==> src/rsr_defines.svh <==
// register offsets, field positions and reset values of the state and status slice
`ifndef RSR_DEFINES_SVH
`define RSR_DEFINES_SVH
`define RSR_OFS_CONTROL_EXIT 6'h0a
`define RSR_OFS_CONTROL_FAULT 6'h0b
`define RSR_OFS_STATE_CTRL 6'h0c
`define RSR_OFS_FAULT_STAT 6'h0d
`define RSR_OFS_PIN_MON 6'h0e
`define RSR_BIT_DIAGNOSTIC_STATE_EXIT 0
`define RSR_BIT_UV_KEEP 0
`define RSR_BIT_DIAGNOSTIC_STATE_ENTRY 2
`define RSR_BIT_LOOP_EN 1
`define RSR_BIT_EXC_EN 0
`define RSR_RESET_WORD 16'h0000
`define RSR_CTRL_MASK 16'h0003
`define RSR_PIN_MASK 16'h7fff
`define RSR_SIF_OK 2'h0
`define RSR_SIF_CRC 2'h1
`define RSR_SIF_MISMATCH 2'h2
`define RSR_SIF_ADDR 2'h3
`endif

==> src/rsr_pkg.sv <==
// types shared by the state and status slice
package rsr_pkg;
   typedef enum logic [2:0] {
      RSR_ST_RESET = 3'h1,
      RSR_ST_NORMAL = 3'h2,
      RSR_ST_DIAGNOSTIC_STATE = 3'h4
   } rsr_state_type;
   typedef struct packed {
      logic loopClamp;
      logic configCrc;
      logic userNvmCrc;
      logic trimNvmCrc;
      logic excCurrentLimit;
      logic excUnderVoltage;
      logic excOverVoltage;
      logic loopError;
      logic cosLowOpen;
      logic sinLowOpen;
      logic cosHighOpen;
      logic sinHighOpen;
      logic groundOpen;
      logic inputShort;
   } rsr_fault_type;
   typedef struct packed {
      logic crcOrClock;
      logic mismatch;
      logic badAddress;
   } rsr_sif_type;
endpackage

==> src/rsr_sync.sv <==
// two-flop synchroniser for a bundle of pin levels
`timescale 1ns/100ps
module rsr_sync #(
   parameter int WIDTH = 15
) (
   input wire logic clk_sys, // core clock
   input wire logic rst_n, // synchronous reset, active low
   input wire logic [WIDTH-1:0] asyncIn, // pin levels
   output logic [WIDTH-1:0] syncOut // levels on clk_sys
);
   logic [WIDTH-1:0] stageOne;
   always_ff @(posedge clk_sys) begin
      if (!rst_n) begin
         stageOne <= '0;
         syncOut <= '0;
      end else begin
         stageOne <= asyncIn;
         syncOut <= stageOne;
      end
   end
endmodule

==> src/rsr_sticky_flag.sv <==
// clear-on-read flags, one per bit, set winning over the read
`timescale 1ns/100ps
module rsr_sticky_flag #(
   parameter int WIDTH = 14
) (
   input wire logic clk_sys, // core clock
   input wire logic rst_n, // synchronous reset, active low
   input wire logic [WIDTH-1:0] setIn, // fault condition levels
   input wire logic readClear, // register read pulse
   output logic [WIDTH-1:0] flag // held flags
);
   logic [WIDTH-1:0] next_flag;
   genvar i;
   generate
      for (i = 0; i < WIDTH; i++) begin : g_bit
         // still-present condition re-sets in the clearing cycle
         assign next_flag[i] = setIn[i] | (flag[i] & ~readClear);
      end
   endgenerate
   always_ff @(posedge clk_sys) begin
      if (!rst_n) begin
         flag <= '0;
      end else begin
         flag <= next_flag;
      end
   end
endmodule

==> src/rsr_state_status.sv <==
// state request, exciter and loop enables, fault and pin-monitor registers
//
// How it works
// [RULE1] writing diagnostic_state entry bit moves normal state to diagnostic state
// [RULE2] diagnostic_state entry bit self-clears and always reads zero
// [RULE3] loop and exciter enables set on first normal entry after reset
// [RULE4] host may write both enables in diagnostic or normal state
// [RULE5] loop enable cleared when a fault disables the exciter
// [RULE6] exciter enable cleared and held low while unmasked fault active
// [RULE7] both status registers and state control reset to zero
// [RULE8] status flags of fault register clear on read
// [RULE9] bit 15 flags tracking loop clamp
// [RULE10] bit 14 flags configuration register crc error
// [RULE11] bit 13 flags user nonvolatile memory crc error
// [RULE12] bit 12 flags trim nonvolatile memory crc error
// [RULE13] bits 11..9 current limit, undervoltage, overvoltage of exciter
// [RULE14] bit 8 flags tracking loop error
// [RULE15] bits 7..4 cos-low, sin-low, cos-high, sin-high open faults
// [RULE16] serial status 00 no error, 01 crc or clock error
// [RULE17] serial status 10 on data output mismatch
// [RULE18] serial status 11 on invalid address
// [RULE19] bit 1 ground open, bit 0 input short
// [RULE20] pin monitor bit 14 mirrors ready pin
// [RULE21] pin monitor bits 13..0 mirror angle pins
// [RULE22] diagnostic_state exit bit moves diagnostic to normal, self-clears, reads zero
// [RULE23] undervoltage disables exciter unless keep-enabled control is set
// [RULE24] clear-on-read flag holds until read, re-sets if fault persists
// [RULE25] reserved bits read zero and ignore writes
`timescale 1ns/100ps
`include "rsr_defines.svh"
module rsr_state_status
   import rsr_pkg::*;
(
   input wire logic clk_sys, // core clock, 20 MHz
   input wire logic rst_n, // synchronous power-on reset, active low
   input wire logic regWrite, // register write strobe, one cycle
   input wire logic regRead, // register read strobe, one cycle
   input wire logic [5:0] regAddr, // register offset
   input wire logic [15:0] regWdata, // write data
   input wire rsr_fault_type faultIn, // fault detector levels, core clock
   input wire logic excFaultMasked, // exciter faults other than uv, masked
   input wire rsr_sif_type sifErr, // previous frame error pulses
   input wire logic parallel_ready_out, // ready pin level
   input wire logic [13:0] parallel_angle_out, // angle pin levels
   output logic [15:0] regRdata, // read data, registered
   output logic regRvalid, // read data valid pulse
   output logic tracking_loop_enable, // loop enable control
   output logic exciter_enable, // exciter enable control
   output logic diagnostic_state // device in diagnostic state
);
   // =================================================================
   // pin synchronisers and flags
   logic [14:0] pinSync;
   rsr_sync #(.WIDTH(15)) u_pins (
      .clk_sys(clk_sys),
      .rst_n(rst_n),
      .asyncIn({parallel_ready_out, parallel_angle_out}),
      .syncOut(pinSync)
   );

   logic readFault;
   logic [13:0] flag;
   assign readFault = regRead && (regAddr == `RSR_OFS_FAULT_STAT);
   rsr_sticky_flag #(.WIDTH(14)) u_flags (
      .clk_sys(clk_sys),
      .rst_n(rst_n),
      .setIn(faultIn), // [RULE8] [RULE24]
      .readClear(readFault),
      .flag(flag)
   );

   // =================================================================
   // serial interface status, last error of previous frame
   logic [1:0] sifStat;
   logic [1:0] next_sifStat;
   always_comb begin
      next_sifStat = readFault ? `RSR_SIF_OK : sifStat; // [RULE16]
      if (sifErr.crcOrClock) begin
         next_sifStat = `RSR_SIF_CRC; // [RULE16]
      end
      if (sifErr.mismatch) begin
         next_sifStat = `RSR_SIF_MISMATCH; // [RULE17]
      end
      if (sifErr.badAddress) begin
         next_sifStat = `RSR_SIF_ADDR; // [RULE18]
      end
   end

   // =================================================================
   // state machine and enables
   rsr_state_type state;
   rsr_state_type next_state;
   logic uvKeep;
   logic next_uvKeep;
   logic excKill;
   logic wrState;
   logic wrExit;
   logic wrFault;
   logic next_loop;
   logic next_exc;
   logic next_diagnostic_state;
   assign wrState = regWrite && (regAddr == `RSR_OFS_STATE_CTRL);
   assign wrExit = regWrite && (regAddr == `RSR_OFS_CONTROL_EXIT);
   assign wrFault = regWrite && (regAddr == `RSR_OFS_CONTROL_FAULT);
   // live fault levels, not flags, so the kill lasts only while active
   assign excKill = excFaultMasked
      | (faultIn.excUnderVoltage & ~uvKeep); // [RULE23]

   always_comb begin
      next_state = state;
      next_loop = tracking_loop_enable;
      next_exc = exciter_enable;
      next_uvKeep = wrFault ? regWdata[`RSR_BIT_UV_KEEP] : uvKeep;
      if (wrState) begin
         next_loop = regWdata[`RSR_BIT_LOOP_EN]; // [RULE4]
         next_exc = regWdata[`RSR_BIT_EXC_EN]; // [RULE4]
      end
      case (state)
         RSR_ST_RESET: begin
            next_state = RSR_ST_NORMAL;
            next_loop = 1'b1; // [RULE3]
            next_exc = 1'b1; // [RULE3]
         end
         RSR_ST_NORMAL: begin
            if (wrState && regWdata[`RSR_BIT_DIAGNOSTIC_STATE_ENTRY]) begin
               next_state = RSR_ST_DIAGNOSTIC_STATE; // [RULE1]
            end
         end
         RSR_ST_DIAGNOSTIC_STATE: begin
            if (wrExit && regWdata[`RSR_BIT_DIAGNOSTIC_STATE_EXIT]) begin
               next_state = RSR_ST_NORMAL; // [RULE22]
            end
         end
         default: begin
            next_state = RSR_ST_RESET;
         end
      endcase
      // fault overrides both host write and power-on set
      if (excKill) begin
         next_exc = 1'b0; // [RULE6]
         next_loop = 1'b0; // [RULE5]
      end
      next_diagnostic_state = (next_state == RSR_ST_DIAGNOSTIC_STATE);
   end

   always_ff @(posedge clk_sys) begin
      if (!rst_n) begin
         state <= RSR_ST_RESET;
         tracking_loop_enable <= 1'b0; // [RULE7]
         exciter_enable <= 1'b0; // [RULE7]
         diagnostic_state <= 1'b0;
         uvKeep <= 1'b0;
         sifStat <= `RSR_SIF_OK; // [RULE7]
      end else begin
         state <= next_state;
         tracking_loop_enable <= next_loop;
         exciter_enable <= next_exc;
         diagnostic_state <= next_diagnostic_state;
         uvKeep <= next_uvKeep;
         sifStat <= next_sifStat;
      end
   end

   // =================================================================
   // read path, registered one cycle after the strobe
   logic [15:0] readWord;
   logic [15:0] next_rdata;
   logic next_rvalid;
   always_comb begin
      case (regAddr)
         `RSR_OFS_STATE_CTRL: begin
            // entry request never stored, reads zero
            readWord = {14'h0000, tracking_loop_enable,
               exciter_enable} & `RSR_CTRL_MASK; // [RULE2] [RULE25]
         end
         `RSR_OFS_CONTROL_FAULT: begin
            readWord = {15'h0000, uvKeep};
         end
         `RSR_OFS_FAULT_STAT: begin
            readWord = {flag[13:6], // [RULE9] [RULE10] [RULE11]
               // [RULE12] [RULE13] [RULE14] [RULE15]
               flag[5:2], sifStat, flag[1:0]}; // [RULE16] [RULE19]
         end
         `RSR_OFS_PIN_MON: begin
            readWord = {1'b0, pinSync} & `RSR_PIN_MASK; // [RULE20] [RULE21]
         end
         default: begin
            readWord = `RSR_RESET_WORD; // exit bit and unmapped read zero
         end
      endcase
      next_rdata = regRead ? readWord : regRdata;
      next_rvalid = regRead;
   end

   always_ff @(posedge clk_sys) begin
      if (!rst_n) begin
         regRdata <= `RSR_RESET_WORD;
         regRvalid <= 1'b0;
      end else begin
         regRdata <= next_rdata;
         regRvalid <= next_rvalid;
      end
   end

   // =================================================================
   // assertions
   a_diagnostic_state_entry: assert property (@(posedge clk_sys) disable iff (!rst_n)
      (state == RSR_ST_NORMAL && wrState && regWdata[2])
      |=> ##1 diagnostic_state) // [RULE1]
      else $error("diagnostic_state entry did not reach diagnostic state");
   a_entry_reads_zero: assert property (@(posedge clk_sys)
      disable iff (!rst_n)
      (regRead && regAddr == `RSR_OFS_STATE_CTRL) |=> !regRdata[2])
      // [RULE2]
      else $error("diagnostic_state entry bit read back nonzero");
   a_exc_fault_hold: assert property (@(posedge clk_sys)
      disable iff (!rst_n)
      excKill |=> !exciter_enable && !tracking_loop_enable) // [RULE6]
      else $error("enable not cleared under exciter fault");
   a_uv_keep: assert property (@(posedge clk_sys) disable iff (!rst_n)
      (uvKeep && faultIn.excUnderVoltage && !excFaultMasked && !wrState
       && exciter_enable) |=> exciter_enable) // [RULE23]
      else $error("uv disabled exciter despite keep control");
   a_flag_sticky: assert property (@(posedge clk_sys) disable iff (!rst_n)
      (flag[13] && !readFault) |=> flag[13]) // [RULE24]
      else $error("clamp flag lost without a read");
   a_flag_reset_on_read: assert property (@(posedge clk_sys)
      disable iff (!rst_n)
      (readFault && !faultIn.loopClamp) |=> !flag[13]) // [RULE8]
      else $error("clamp flag not cleared by read");
   a_sif_addr: assert property (@(posedge clk_sys) disable iff (!rst_n)
      sifErr.badAddress |=> sifStat == `RSR_SIF_ADDR) // [RULE18]
      else $error("address error not encoded as 11");
   a_pin_mirror: assert property (@(posedge clk_sys) disable iff (!rst_n)
      (regRead && regAddr == `RSR_OFS_PIN_MON)
      |=> regRdata == {1'b0, $past(pinSync)}) // [RULE21]
      else $error("pin monitor does not mirror pins");
   a_diagnostic_state_exit: assert property (@(posedge clk_sys) disable iff (!rst_n)
      (state == RSR_ST_DIAGNOSTIC_STATE && wrExit && regWdata[0])
      |=> ##1 !diagnostic_state) // [RULE22]
      else $error("diagnostic_state exit did not return to normal");
   a_auto_enable: assert property (@(posedge clk_sys) // [RULE3]
      disable iff (!rst_n)
      (state == RSR_ST_RESET && !excKill)
      |=> tracking_loop_enable && exciter_enable)
      else $error("enables not set on first normal entry");
   a_host_loop_wr: assert property (@(posedge clk_sys) // [RULE4]
      disable iff (!rst_n)
      (wrState && state != RSR_ST_RESET && !excKill)
      |=> tracking_loop_enable == $past(regWdata[1]))
      else $error("host write to loop enable lost");
   a_host_exc_wr: assert property (@(posedge clk_sys) // [RULE4]
      disable iff (!rst_n)
      (wrState && state != RSR_ST_RESET && !excKill)
      |=> exciter_enable == $past(regWdata[0]))
      else $error("host write to exciter enable lost");
   a_loop_fault_clr: assert property (@(posedge clk_sys) // [RULE5]
      disable iff (!rst_n)
      excKill |=> !tracking_loop_enable)
      else $error("loop enable kept while exciter killed");
   a_reset_zero: assert property (@(posedge clk_sys) // [RULE7]
      !rst_n |=> (regRdata == 16'h0000 && !tracking_loop_enable
         && !exciter_enable && !diagnostic_state))
      else $error("outputs not zero after reset");
   a_clamp_bit: assert property (@(posedge clk_sys) // [RULE9]
      disable iff (!rst_n)
      (faultIn.loopClamp ##[1:3] readFault) |=> regRdata[15])
      else $error("clamp not reported in bit 15");
   a_cfg_crc_bit: assert property (@(posedge clk_sys) // [RULE10]
      disable iff (!rst_n)
      (faultIn.configCrc ##[1:3] readFault) |=> regRdata[14])
      else $error("config crc not reported in bit 14");
   a_user_crc_bit: assert property (@(posedge clk_sys) // [RULE11]
      disable iff (!rst_n)
      (faultIn.userNvmCrc ##[1:3] readFault) |=> regRdata[13])
      else $error("user memory crc not reported in bit 13");
   a_trim_crc_bit: assert property (@(posedge clk_sys) // [RULE12]
      disable iff (!rst_n)
      (faultIn.trimNvmCrc ##[1:3] readFault) |=> regRdata[12])
      else $error("trim memory crc not reported in bit 12");
   a_ilim_bit: assert property (@(posedge clk_sys) // [RULE13]
      disable iff (!rst_n)
      (faultIn.excCurrentLimit ##[1:3] readFault) |=> regRdata[11])
      else $error("current limit not reported in bit 11");
   a_loop_err_bit: assert property (@(posedge clk_sys) // [RULE14]
      disable iff (!rst_n)
      (faultIn.loopError ##[1:3] readFault) |=> regRdata[8])
      else $error("loop error not reported in bit 8");
   a_cos_low_bit: assert property (@(posedge clk_sys) // [RULE15]
      disable iff (!rst_n)
      (faultIn.cosLowOpen ##[1:3] readFault) |=> regRdata[7])
      else $error("cos low open not reported in bit 7");
   a_gnd_open_bit: assert property (@(posedge clk_sys) // [RULE19]
      disable iff (!rst_n)
      (faultIn.groundOpen ##[1:3] readFault) |=> regRdata[1])
      else $error("ground open not reported in bit 1");
   a_short_bit: assert property (@(posedge clk_sys) // [RULE19]
      disable iff (!rst_n)
      (faultIn.inputShort ##[1:3] readFault) |=> regRdata[0])
      else $error("input short not reported in bit 0");
   a_sif_crc: assert property (@(posedge clk_sys) // [RULE16]
      disable iff (!rst_n)
      (sifErr.crcOrClock && !sifErr.mismatch && !sifErr.badAddress)
      |=> sifStat == `RSR_SIF_CRC)
      else $error("crc or clock error not encoded as 01");
   a_sif_mismatch: assert property (@(posedge clk_sys) // [RULE17]
      disable iff (!rst_n)
      (sifErr.mismatch && !sifErr.badAddress) |=> sifStat == 2'h2)
      else $error("mismatch not encoded as 10");
   a_sif_clear: assert property (@(posedge clk_sys) // [RULE16]
      disable iff (!rst_n)
      (readFault && sifErr == 3'h0) |=> sifStat == 2'h0)
      else $error("serial status not cleared by read");
   a_ready_mirror: assert property (@(posedge clk_sys) // [RULE20]
      disable iff (!rst_n)
      (regRead && regAddr == `RSR_OFS_PIN_MON)
      |=> regRdata[15:14] == {1'b0, $past(pinSync[14])})
      else $error("ready pin not mirrored in bit 14");
   a_ctrl_reserved: assert property (@(posedge clk_sys) // [RULE25]
      disable iff (!rst_n)
      (regRead && regAddr == `RSR_OFS_STATE_CTRL) |=> regRdata[15:2] == 0)
      else $error("reserved control bits read nonzero");
   a_exit_reads_zero: assert property (@(posedge clk_sys) // [RULE22]
      disable iff (!rst_n)
      (regRead && regAddr == `RSR_OFS_CONTROL_EXIT) |=> regRdata == 0)
      else $error("diagnostic_state exit bit read back nonzero");
endmodule

==> config.mk <==
export PLATFORM = sky130hd
export DESIGN_NAME = rsr_state_status
export DESIGN_NICKNAME = d
export VERILOG_FILES = /design/src/rsr_pkg.sv /design/src/rsr_sync.sv /design/src/rsr_sticky_flag.sv /design/src/rsr_state_status.sv
export VERILOG_INCLUDE_DIRS = /design/src
export SDC_FILE = /design/constraint.sdc
export NUM_CORES = 1
export LEC_CHECK = 0
export ABC_AREA = 1
export BUFFER_PORTS_ARGS = -buffer_cell sky130_fd_sc_hd__buf_2
export CAP_MARGIN = 20
export CELL_PAD_IN_SITES_DETAIL_PLACEMENT = 1
export CELL_PAD_IN_SITES_GLOBAL_PLACEMENT = 2
export CORE_MARGIN = 1.5
export CORE_UTILIZATION = 25
export DETAILED_ROUTE_END_ITERATION = 10
export PLACE_DENSITY_LB_ADDON = 0.05
export SKIP_CTS_REPAIR_TIMING = 1
export SYNTH_ARGS = -nofsm -noshare
export SYNTH_HDL_FRONTEND = slang
export SYNTH_HIERARCHICAL = 1
export SYNTH_SLANG_ARGS = --single-unit
==> constraint.sdc <==
create_clock -name clk_sys -period 1 [get_ports clk_sys]
set_input_delay 0.05 -clock clk_sys [delete_from_list [all_inputs] [get_ports clk_sys]]
set_output_delay 0.05 -clock clk_sys [all_outputs]
set_load 0.01 [all_outputs]
==> impl_table.tex, run 1 <==
\begin{tabular}{lr}
\hline
Metric & Value \\
\hline
\multicolumn{2}{l}{\textbf{Route}} \\
Via total after detailed routing & $\sim$2.4k \\
Total wirelength of the detailed-routed design & just under 7000 um \\
Via count normalized by instance count & 3.977 \\
Routed wire length per instance & between 10 and 15 um \\
First DRT Iteration DRCs & 63 \\
DRC violations left & 0 \\
Number of iterations in the first detailed-routing pass & 4 \\
Remaining antenna violation count & 0 \\
\multicolumn{2}{l}{\textbf{Clocking}} \\
Clock insertion delay at the later pin of the skew report & around 0.34 ns \\
Number of H-tree levels & 3 \\
Clock slew at reported path FFs & approximately 0.08 ns \\
Clock net sink count & 70 \\
Deepest clock path buffer count & 2 \\
TritonCTS clock tree & built \\
Root cell of the clock tree & clkbuf\_8 \\
Total clock buffers created by CTS & 9 \\
\multicolumn{2}{l}{\textbf{Global route}} \\
Total GRT Usage & around 13\% \\
Number of antenna violations at the first check in global routing & 0 \\
Largest net degree at the start of global routing & 32 \\
Wire length of the first global-routing pass & $\sim$11000 um \\
GR Overflow Total & 0 \\
Vias in the first global route & $\sim$2.3k \\
\multicolumn{2}{l}{\textbf{Worst setup path}} \\
Data required time at the worst endpoint & 1.27 ns \\
Source of the critical timing path & state[1]\$\_SDFF\_PN0\_ \\
Largest stage delay on the critical path & 0.34 ns \\
Buffers and inverters on the worst path & 1 \\
Ordered list of cells on the worst path & nor3\_4 -> inv\_1 -> or2\_1 -> a21oi\_1 \\
Capturing element type of the critical path & flop \\
Critical Path Slowest Stage Cell & dfxtp\_2 \\
Setup CP Type & flop to flop \\
Startpoint of the worst register-to-register path & state[1]\$\_SDFF\_PN0\_ \\
Crit start category & flop \\
Top fanout value on the critical path & 3 \\
CP arrival & $\sim$1.3 ns \\
Gate family responsible for the most delay along the worst path & simple AND/OR/NAND/NOR gates \\
\multicolumn{2}{l}{\textbf{Outcome}} \\
Violated checks & negative setup slack \\
Run status & complete, but fails checks \\
\multicolumn{2}{l}{\textbf{Min path}} \\
Worst hold path startpoint & regWdata[1] \\
Path type of the worst min-delay path & primary input to flop \\
\multicolumn{2}{l}{\textbf{Die}} \\
Starting utilization of the core area & 25.95\% \\
Area of the die & about 0.011 mm\^{}2 \\
Placement Rows & 37 \\
Placeable core region & roughly 0.010 mm\^{}2 \\
Floorplan die width & 106.8 um \\
Vertical die dimension & 106.8 um \\
Top-level port count & 79 \\
\multicolumn{2}{l}{\textbf{Placed design}} \\
Global placer's final weighted congestion & 0.7449 \\
Total placed instance area & approximately 0.0032 mm\^{}2 \\
Count of buffers inserted at the top-level ports & 65 \\
Final HPWL from detailed placement & around 5000 um \\
\multicolumn{2}{l}{\textbf{Synthesis}} \\
Share of synthesized area occupied by flip-flops and latches & 52.07\% \\
Yosys Warn Count & 6 \\
Mapped Avg Cell Area & 7.603 um\^{}2 \\
Gate Count Post-Synth & 354 \\
Number of nets in the synthesized netlist & just over 400 \\
Total of flip-flops plus latches after synthesis & 70 \\
Yosys cell types & 20 \\
Post-Syn Area & around 0.0027 mm\^{}2 \\
\multicolumn{2}{l}{\textbf{Power and ir drop}} \\
PnR Total Power & between 5 and 6 mW \\
Power per cell area & 1567 mW/mm\^{}2 \\
Static power due to leakage & 1.913 nW \\
Maximum ir drop on the vdd rail & around 560 uV \\
\multicolumn{2}{l}{\textbf{STA}} \\
Endpoints failing setup & 2 \\
Final period utilization & 106.2\% \\
Fin crit period & roughly 1.1 ns \\
Fin worst setup slack & -0.06174 ns \\
Count of endpoints failing hold in the final timing report & 0 \\
Max transition margin & 74.45\% \\
Unrepaired setup endpoints after global routing & true \\
Slew at the pin closest to its max-slew limit & between 0.3 and 0.4 ns \\
Final setup skew & 0.009698 ns \\
Count of pins over their slew limit & 0 \\
F\_max & between 0.9 and 1 GHz \\
\multicolumn{2}{l}{\textbf{Final layout}} \\
Number of inserted diodes & 0 \\
Post-route cell area & 0.003744 mm\^{}2 \\
Ratio of cells with drive above 1 in the final layout & 26.72\% \\
Final net count & 518 \\
Layout overhead on the synthesized area & 39.10\% \\
\multicolumn{2}{l}{\textbf{Run}} \\
Max Cap Violations & 0 \\
\hline
\end{tabular}
cells in the final DEF, fill, tap and decap left out, types with 4 or more instances in the layout:
cell           instances
dfxtp_2                4
dlygate4sd3_1         30
clkbuf_8               9
inv_1                 58
nand2_1              115
inv_2                  7
buf_2                 64
a21oi_2               10
dfxtp_1               66
buf_4                 10
nor2_1                 7
a21oi_1               33
nand3_1               24
state kept, by name (all words and copies together) (netlist names):
| name | count |
|---|---|
| uvKeep | 1 |
| regRdata | 16 |
| exciter_enable | 1 |
| state | 3 |
| u_pins/syncOut | 15 |
| u_pins/stageOne | 15 |
| tracking_loop_enable | 1 |
| diagnostic_state | 1 |
| regRvalid | 1 |
| u_flags/flag | 14 |
| sifStat | 2 |
layer usage:
layer  share of wire [%]  wire length (um)  GRT usage, %  vias up
li1                    -                 -             -     1281
met1                  53              3707         19.32     1043
met2                  41              2863         17.49       54
met3                 4.3               297         2.614        8
met4                 1.3                89         6.286        0
met5                   0                 0             0        -
worst paths after layout:
kind	to	slack [ns]	depth (start not counted)
max	state[2]$_SDFF_PN0_	-0.06	4
min reg2reg	u_pins/syncOut[13]$_SDFF_PN0_	0.42	2
max reg2reg	state[2]$_SDFF_PN0_	-0.06	4
min	tracking_loop_enable$_SDFFE_PP0P_	0.009	3
Yosys cell counts:
cell type | n | area [um^2]
inv_1 | 59 | 221.5
nand3_1 | 24 | 120.1
nand2_1 | 115 | 431.7
buf_2 | 3 | 15.01
o21ai_1 | 1 | 5.000
a21oi_1 | 33 | 165.2
buf_6 | 5 | 56.30
nand2_2 | 3 | 18.77
inv_2 | 6 | 22.52
clkbuf_1 | 3 | 11.26
a21oi_2 | 10 | 87.58
dfxtp_1 | 70 | 1401
or2_1 | 1 | 6.260
nand4_1 | 2 | 12.51
nor2_4 | 3 | 33.78
nor3_1 | 4 | 20.02
nor2_1 | 7 | 26.28
o31ai_1 | 1 | 7.510
nor2_2 | 1 | 6.260
buf_4 | 3 | 22.52
kinds of logic (layout without fill, tap and decap cells):
group	after synthesis	count (layout)	synth area share, %
AND/OR/NAND/NOR	160	160	25.11
buffers and inverters	79	189	12.97
flip-flops	70	70	52.07
AO/OA/AOI/OAI	45	45	9.856
cell type report:
class | count | area, um^2
clock buffer | 9 | 123.9
clock inverter | 7 | 75.07
fill | 1284 | 6626
inverter | 65 | 244.0
multi-input combinational | 205 | 957.2
sequential | 70 | 1406
tap | 136 | 170.2
timing repair buffer | 108 | 767.0
worst reg2reg max path: cells and delay by family (launching register included):
kind,cells,cell delay [ns]
simple gates,2,0.46
flops,1,0.34
compound gates,1,0.14
buf+inv,1,0.06
through the flow:
stage	hold slack, ns	std cells	setup WS, ns	TNS, ns	utilization [%]
after floorplan	0.1434	354	0.04884	0	-
after global placement	0.2318	554	-0.1550	-2.283	31.07
after detailed placement	0.2362	554	-0.2051	-2.771	31.07
after CTS	-0.1395	570	-0.1353	-0.3265	32.99
after global routing	0.009754	600	-0.1184	-0.2935	36.10
final	0.009139	600	-0.06174	-0.08955	36.10
where the power goes:
group,internal (mW),switching (mW)
registers,2.92,0.0654
logic,0.286,0.307
clock network,1.15,1.13
total,4.36,1.50
No activity file was read; power rests on OpenSTA's default activity.
==> run 2: changes to the inputs <==
--- a/config.mk
+++ b/config.mk
@@ -9,10 +9,10 @@
 export ABC_AREA = 1
 export BUFFER_PORTS_ARGS = -buffer_cell sky130_fd_sc_hd__buf_2
 export CAP_MARGIN = 20
-export CELL_PAD_IN_SITES_DETAIL_PLACEMENT = 1
-export CELL_PAD_IN_SITES_GLOBAL_PLACEMENT = 2
+export CELL_PAD_IN_SITES_DETAIL_PLACEMENT = 0
+export CELL_PAD_IN_SITES_GLOBAL_PLACEMENT = 1
 export CORE_MARGIN = 1.5
-export CORE_UTILIZATION = 25
+export CORE_UTILIZATION = 30
 export DETAILED_ROUTE_END_ITERATION = 10
 export PLACE_DENSITY_LB_ADDON = 0.05
 export SKIP_CTS_REPAIR_TIMING = 1
==> run 2 against run 1 <==
Highest routed layer unchanged. Wire length is 10% lower. Core utilization rose by 7.5 points. Fmax rose by 0.99%. Critical endpoint unchanged. The flow finishes with violations (negative hold slack, negative setup slack).
==> impl_table.tex, run 2 (synthesized netlist as in run 1, its figures left out) <==
\begin{tabular}{lr}
\hline
Metric & Value \\
\hline
\multicolumn{2}{l}{\textbf{Route}} \\
Via total after detailed routing & between 2k and 2.5k \\
Remaining antenna violation count & 0 \\
DRC violations left & 0 \\
Via count normalized by instance count & $\sim$4.1 \\
Number of iterations in the first detailed-routing pass & 4 \\
Routed wire length per instance & 10.95 um \\
First DRT Iteration DRCs & 90 \\
Total wirelength of the detailed-routed design & around 6300 um \\
\multicolumn{2}{l}{\textbf{Final layout}} \\
Ratio of cells with drive above 1 in the final layout & between 20 and 30\% \\
Commonest non-fill, non-tap cells in the layout & nand2\_1, dfxtp\_1, buf\_2 \\
Register name with the most flops & regRdata \\
Most common cell after layout, fill and taps aside & nand2\_1 \\
Top Registers & regRdata: 16 flops, u\_pins/stageOne: 15 flops, u\_pins/syncOut: 15 flops \\
Number of inserted diodes & 0 \\
Post-route cell area & between 0.003 and 0.004 mm\^{}2 \\
Final net count & between 500 and 600 \\
Number of fill cells in the layout & about 950 \\
Layout overhead on the synthesized area & 41.28\% \\
Flip-flop count of the largest register, all copies and words added & 16 \\
\multicolumn{2}{l}{\textbf{Die}} \\
Area of the die & 0.009548 mm\^{}2 \\
Placeable core region & 0.008721 mm\^{}2 \\
Top-level port count & 79 \\
Placement Rows & 34 \\
Starting utilization of the core area & a little under a third \\
Floorplan die width & just under 100 um \\
Vertical die dimension & 97.72 um \\
\multicolumn{2}{l}{\textbf{Global route}} \\
Wire length of the first global-routing pass & between 10000 and 15000 um \\
Total GRT Usage & between 10\% and 20\% \\
Vias in the first global route & $\sim$2.1k \\
GR Overflow Total & 0 \\
Number of antenna violations at the first check in global routing & 0 \\
Largest net degree at the start of global routing & 34 \\
\multicolumn{2}{l}{\textbf{Clocking}} \\
Clock net sink count & 70 \\
TritonCTS clock tree & built \\
Deepest clock path buffer count & 2 \\
Clock insertion delay at the later pin of the skew report & roughly 0.34 ns \\
Clock slew at reported path FFs & 0.08 ns \\
Root cell of the clock tree & clkbuf\_8 \\
Number of H-tree levels & 3 \\
Total clock buffers created by CTS & 9 \\
\multicolumn{2}{l}{\textbf{Min path}} \\
Path type of the worst min-delay path & primary input to flop \\
Worst hold path startpoint & regWdata[1] \\
\multicolumn{2}{l}{\textbf{Worst setup path}} \\
Ordered list of cells on the worst path & inv\_2 -> nor3\_4 -> inv\_1 -> or2\_4 -> a21oi\_2 \\
Gate family responsible for the most delay along the worst path & simple AND/OR/NAND/NOR gates \\
Data required time at the worst endpoint & 1.27 ns \\
Source of the critical timing path & state[2]\$\_SDFF\_PN0\_ \\
Critical Path Slowest Stage Cell & dfxtp\_2 \\
Startpoint of the worst register-to-register path & state[2]\$\_SDFF\_PN0\_ \\
Buffers and inverters on the worst path & 2 \\
Largest stage delay on the critical path & between 0.3 and 0.4 ns \\
Crit start category & flop \\
Top fanout value on the critical path & 2 \\
Capturing element type of the critical path & flop \\
Setup CP Type & flop to flop \\
CP arrival & $\sim$1.3 ns \\
\multicolumn{2}{l}{\textbf{Power and ir drop}} \\
Net switching component of the power & between 1 and 1.5 mW \\
Internal power & a little over 5 mW \\
Seq pwr share & between 40 and 50\% \\
Share of total power in combinational logic & under 10\% \\
Power per cell area & 1741 mW/mm\^{}2 \\
Static power due to leakage & 1.957 nW \\
Net switching fraction of the power & $\sim$22\% \\
Maximum ir drop on the vdd rail & 680.4 uV \\
Clock Power Share & between 40\% and 50\% \\
\multicolumn{2}{l}{\textbf{Placed design}} \\
Total placed instance area & roughly 0.0032 mm\^{}2 \\
Global placer's final weighted congestion & 0.7727 \\
Setup WS pre-CTS & -0.1223 ns \\
Count of buffers inserted at the top-level ports & 65 \\
Final HPWL from detailed placement & around 4500 um \\
\multicolumn{2}{l}{\textbf{STA}} \\
Endpoints failing setup & 2 \\
Slew at the pin closest to its max-slew limit & between 0.6 and 0.7 ns \\
Count of endpoints failing hold in the final timing report & 1 \\
Fin crit period & 1.051 ns \\
Final period utilization & 105.1\% \\
Final setup skew & approximately 0.0045 ns \\
Count of pins over their slew limit & 0 \\
Max transition margin & 55.63\% \\
F\_max & about 0.95 GHz \\
Fin worst setup slack & -0.05135 ns \\
Final hold slack & -0.02065 ns \\
Unrepaired setup endpoints after global routing & true \\
\multicolumn{2}{l}{\textbf{Outcome}} \\
Violated checks & negative hold slack, negative setup slack \\
Run status & complete, but fails checks \\
\multicolumn{2}{l}{\textbf{Run}} \\
Max Cap Violations & 0 \\
\hline
\end{tabular}
run 2: area by class of cell:
cell class	count	area, um^2	area share (%)
Clock inverter	7	145.1	3.817
Tap cell	108	135.1	3.554
Inverter	65	244.0	6.417
Multi-Input combinational cell	205	980.9	25.80
Clock buffer	9	123.9	3.258
Sequential cell	70	1406	36.99
Timing Repair Buffer	108	767.0	20.17
run 2: through the flow:
| step | cells | TNS, ns | hold WS (ns) | util [%] | total power [mW] |
|---|---|---|---|---|---|
| after floorplan | 354 | 0 | 0.1434 | - | 3.323 |
| after global placement | 527 | -2.132 | 0.2320 | 36.63 | 3.532 |
| after detailed placement | 527 | -2.786 | 0.2344 | 36.63 | 3.536 |
| after CTS | 543 | -0.1910 | -0.1344 | 39.71 | 6.581 |
| after global routing | 572 | -0.2897 | 0.0004431 | 43.60 | 6.914 |
| final | 572 | -0.08379 | -0.02065 | 43.60 | 6.621 |
run 2: power by group through the flow:
stage / sequential (mW) / combinational, mW / clock (mW)
after CTS: 2.98 / 0.497 / 3.11
after global placement: 3.04 / 0.492 / 0
final: 2.99 / 0.596 / 3.03
after global routing: 3.01 / 0.680 / 3.23
after floorplan: 3.03 / 0.291 / 0
after detailed placement: 3.04 / 0.496 / 0
run 2: worst paths after layout:
kind	slack, ns	cells past startpoint	to
setup / recovery	-0.05	5	state[2]$_SDFF_PN0_
setup reg to reg	-0.05	5	state[2]$_SDFF_PN0_
hold / removal	-0.02	3	tracking_loop_enable$_SDFFE_PP0P_
hold reg to reg	0.41	2	u_pins/syncOut[13]$_SDFF_PN0_
run 2: worst register-to-register path: stages, from the launching register on:
cell and delay [ns]:
dfxtp_2 0.34, inv_2 0.05, nor3_4 0.19, inv_1 0.05
or2_4 0.23, a21oi_2 0.12
run 2: per-layer routing:
metal | GRT usage (%) | part of all wire [%] | vias to the layer above
met5 | 0 | 0 | -
met4 | 5.934 | 1.4 | 0
met3 | 3.309 | 3.7 | 7
met2 | 19.12 | 40 | 48
met1 | 19.94 | 55 | 991
li1 | - | - | 1283
==> run 3: changes to the inputs <==
--- a/config.mk
+++ b/config.mk
@@ -14,7 +14,7 @@
 export CORE_MARGIN = 1.5
 export CORE_UTILIZATION = 30
 export DETAILED_ROUTE_END_ITERATION = 10
-export PLACE_DENSITY_LB_ADDON = 0.05
+export PLACE_DENSITY_LB_ADDON = 0.3
 export SKIP_CTS_REPAIR_TIMING = 1
 export SYNTH_ARGS = -nofsm -noshare
 export SYNTH_HDL_FRONTEND = slang
==> run 3 against run 2 <==
The flow finishes with violations (negative setup slack). Cell area is 1.4% lower. Global-route usage is 0.070 points lower. Sequential power hardly changed. Combinational power is 0.7% higher. Final cell count is 0.70% higher. Via count is 3.0% higher. Hold slack better by 0.026 ns. Clock power is 21% lower. Total power is 9.9% lower. Die area stayed put. Sequential cell count stayed put. First-iteration DRC count is 24% lower. Critical path type unchanged. Largest power group is now registers. Highest routed layer unchanged.
==> impl_table.tex, run 3 (synthesized netlist as in run 1, its figures left out) <==
\begin{tabular}{lr}
\hline
Metric & Value \\
\hline
\multicolumn{2}{l}{\textbf{Outcome}} \\
Run status & complete, but fails checks \\
Violated checks & negative setup slack \\
\multicolumn{2}{l}{\textbf{Min path}} \\
Path type of the worst min-delay path & primary input to flop \\
\multicolumn{2}{l}{\textbf{Worst setup path}} \\
Setup CP Type & flop to flop \\
Ordered list of cells on the worst path & nor3\_4 -> inv\_1 -> or2\_1 -> a21oi\_1 \\
Gate family responsible for the most delay along the worst path & simple AND/OR/NAND/NOR gates \\
Data required time at the worst endpoint & about 1.3 ns \\
Top fanout value on the critical path & 3 \\
Crit start category & flop \\
Capturing element type of the critical path & flop \\
Critical Path Slowest Stage Cell & dfxtp\_2 \\
CP arrival & around 1.3 ns \\
Largest stage delay on the critical path & about 0.34 ns \\
Buffers and inverters on the worst path & 1 \\
\multicolumn{2}{l}{\textbf{Final layout}} \\
Number of fill cells in the layout & just over 900 \\
Layout overhead on the synthesized area & 39.24\% \\
Number of inserted diodes & 0 \\
Ratio of cells with drive above 1 in the final layout & between 20\% and 30\% \\
Final net count & approximately 520 \\
Post-Layout Cell Count & between 500 and 600 \\
Flip-flop count of the largest register, all copies and words added & 16 \\
Register name with the most flops & regRdata \\
Commonest non-fill, non-tap cells in the layout & nand2\_1, dfxtp\_1, buf\_2 \\
Top Registers & regRdata: 16 flops, u\_pins/stageOne: 15 flops, u\_pins/syncOut: 15 flops \\
Most common cell after layout, fill and taps aside & nand2\_1 \\
\multicolumn{2}{l}{\textbf{Clocking}} \\
Clock insertion delay at the later pin of the skew report & $\sim$0.35 ns \\
Clock net sink count & 70 \\
Total clock buffers created by CTS & 9 \\
Root cell of the clock tree & clkbuf\_8 \\
TritonCTS clock tree & built \\
Clock slew at reported path FFs & approximately 0.08 ns \\
Deepest clock path buffer count & 2 \\
Number of H-tree levels & 3 \\
\multicolumn{2}{l}{\textbf{Die}} \\
Top-level port count & 79 \\
Area of the die & 0.009548 mm\^{}2 \\
Placement Rows & 34 \\
Floorplan die width & just under 100 um \\
Starting utilization of the core area & approximately 30\% \\
Placeable core region & between 0.008 and 0.009 mm\^{}2 \\
Vertical die dimension & 97.72 um \\
\multicolumn{2}{l}{\textbf{Global route}} \\
Vias in the first global route & $\sim$2.2k \\
Number of antenna violations at the first check in global routing & 0 \\
Wire length of the first global-routing pass & $\sim$10000 um \\
Total GRT Usage & between 10\% and 20\% \\
Largest net degree at the start of global routing & 30 \\
GR Overflow Total & 0 \\
\multicolumn{2}{l}{\textbf{STA}} \\
Max transition margin & $\sim$77\% \\
Count of pins over their slew limit & 0 \\
Count of endpoints failing hold in the final timing report & 0 \\
Final setup skew & between 0.007 and 0.008 ns \\
F\_max & 0.9626 GHz \\
Endpoints failing setup & 2 \\
Unrepaired setup endpoints after global routing & true \\
Final period utilization & 103.9\% \\
Slew at the pin closest to its max-slew limit & around 0.34 ns \\
Fin crit period & between 1 and 1.5 ns \\
Final hold slack & $\sim$0.0055 ns \\
Fin worst setup slack & -0.03885 ns \\
\multicolumn{2}{l}{\textbf{Power and ir drop}} \\
Power per cell area & between 1500 and 2000 mW/mm\^{}2 \\
Static power due to leakage & 1.945 nW \\
Maximum ir drop on the vdd rail & 474.0 uV \\
\multicolumn{2}{l}{\textbf{Placed design}} \\
Global placer's final weighted congestion & approximately 0.76 \\
Dpl cells & 529 \\
Final HPWL from detailed placement & about 4500 um \\
Count of buffers inserted at the top-level ports & 65 \\
\multicolumn{2}{l}{\textbf{Route}} \\
Total wirelength of the detailed-routed design & $\sim$6300 um \\
Via total after detailed routing & approximately 2.4k \\
Via count normalized by instance count & around 4.2 \\
First DRT Iteration DRCs & $\sim$70 \\
Number of iterations in the first detailed-routing pass & 4 \\
Remaining antenna violation count & 0 \\
Routed wire length per instance & around 11 um \\
DRC violations left & 0 \\
\multicolumn{2}{l}{\textbf{Run}} \\
Max Cap Violations & 0 \\
\hline
\end{tabular}
run 3: worst reg2reg max path, delay by kind of cell (launching register included):
kind | cells | cell delay, ns
AOI/OAI and AO/OA | 1 | 0.13
buffers and inverters | 1 | 0.05
DFF | 1 | 0.34
and+or+nand+nor | 2 | 0.45
run 3: cell type report:
class                           instances  area [um^2]  share of cell area (%)
Clock inverter                          7        80.08                   2.137
Inverter                               65        244.0                   6.511
Clock buffer                            9        123.9                   3.306
Sequential cell                        70         1406                   37.53
Tap cell                              108        135.1                   3.606
Multi-Input combinational cell        205        960.9                   25.64
Timing Repair Buffer                  112        797.0                   21.27
run 3: routing by layer:
layer / global-route usage (%) / routed length [um]
met1: 18.69 / 3221
met2: 20.03 / 2726
met5: 0 / 0
met4: 5.934 / 111
met3: 3.813 / 251
run 3: where the power goes:
group	switching [mW]	total, mW	leakage [nW]	internal [mW]
Combinational	0.306	0.600	1.26	0.293
Clock	1.19	2.38	0.103	1.19
Sequential	0.0663	2.99	0.578	2.92
Total	1.56	5.96	1.94	4.41
run 3: worst paths after layout:
check / endpoint / startpoint / cells after the start / slack (ns)
max: state[2]$_SDFF_PN0_ / state[1]$_SDFF_PN0_ / 4 / -0.04
min: sifStat[1]$_SDFFE_PN0P_ / sifErr[0] / 3 / 0.006
max reg2reg: state[2]$_SDFF_PN0_ / state[1]$_SDFF_PN0_ / 4 / -0.04
min reg2reg: u_pins/syncOut[13]$_SDFF_PN0_ / u_pins/stageOne[13]$_SDFF_PN0_ / 2 / 0.41
run 3: metrics by stage:
step	setup TNS, ns	utilization (%)	setup WS, ns	instance area, um^2	total power, mW
3_5_place_dp	-2.246	36.80	-0.08688	3209	3.544
3_3_place_gp	-1.605	36.80	-0.09009	3209	3.531
2_1_floorplan	0	-	0.04884	2696	3.323
5_1_grt	-0.3233	42.97	-0.1279	3747	6.259
6_report	-0.04065	42.97	-0.03885	3747	5.964
4_1_cts	-0.1158	39.14	-0.05210	3413	5.908
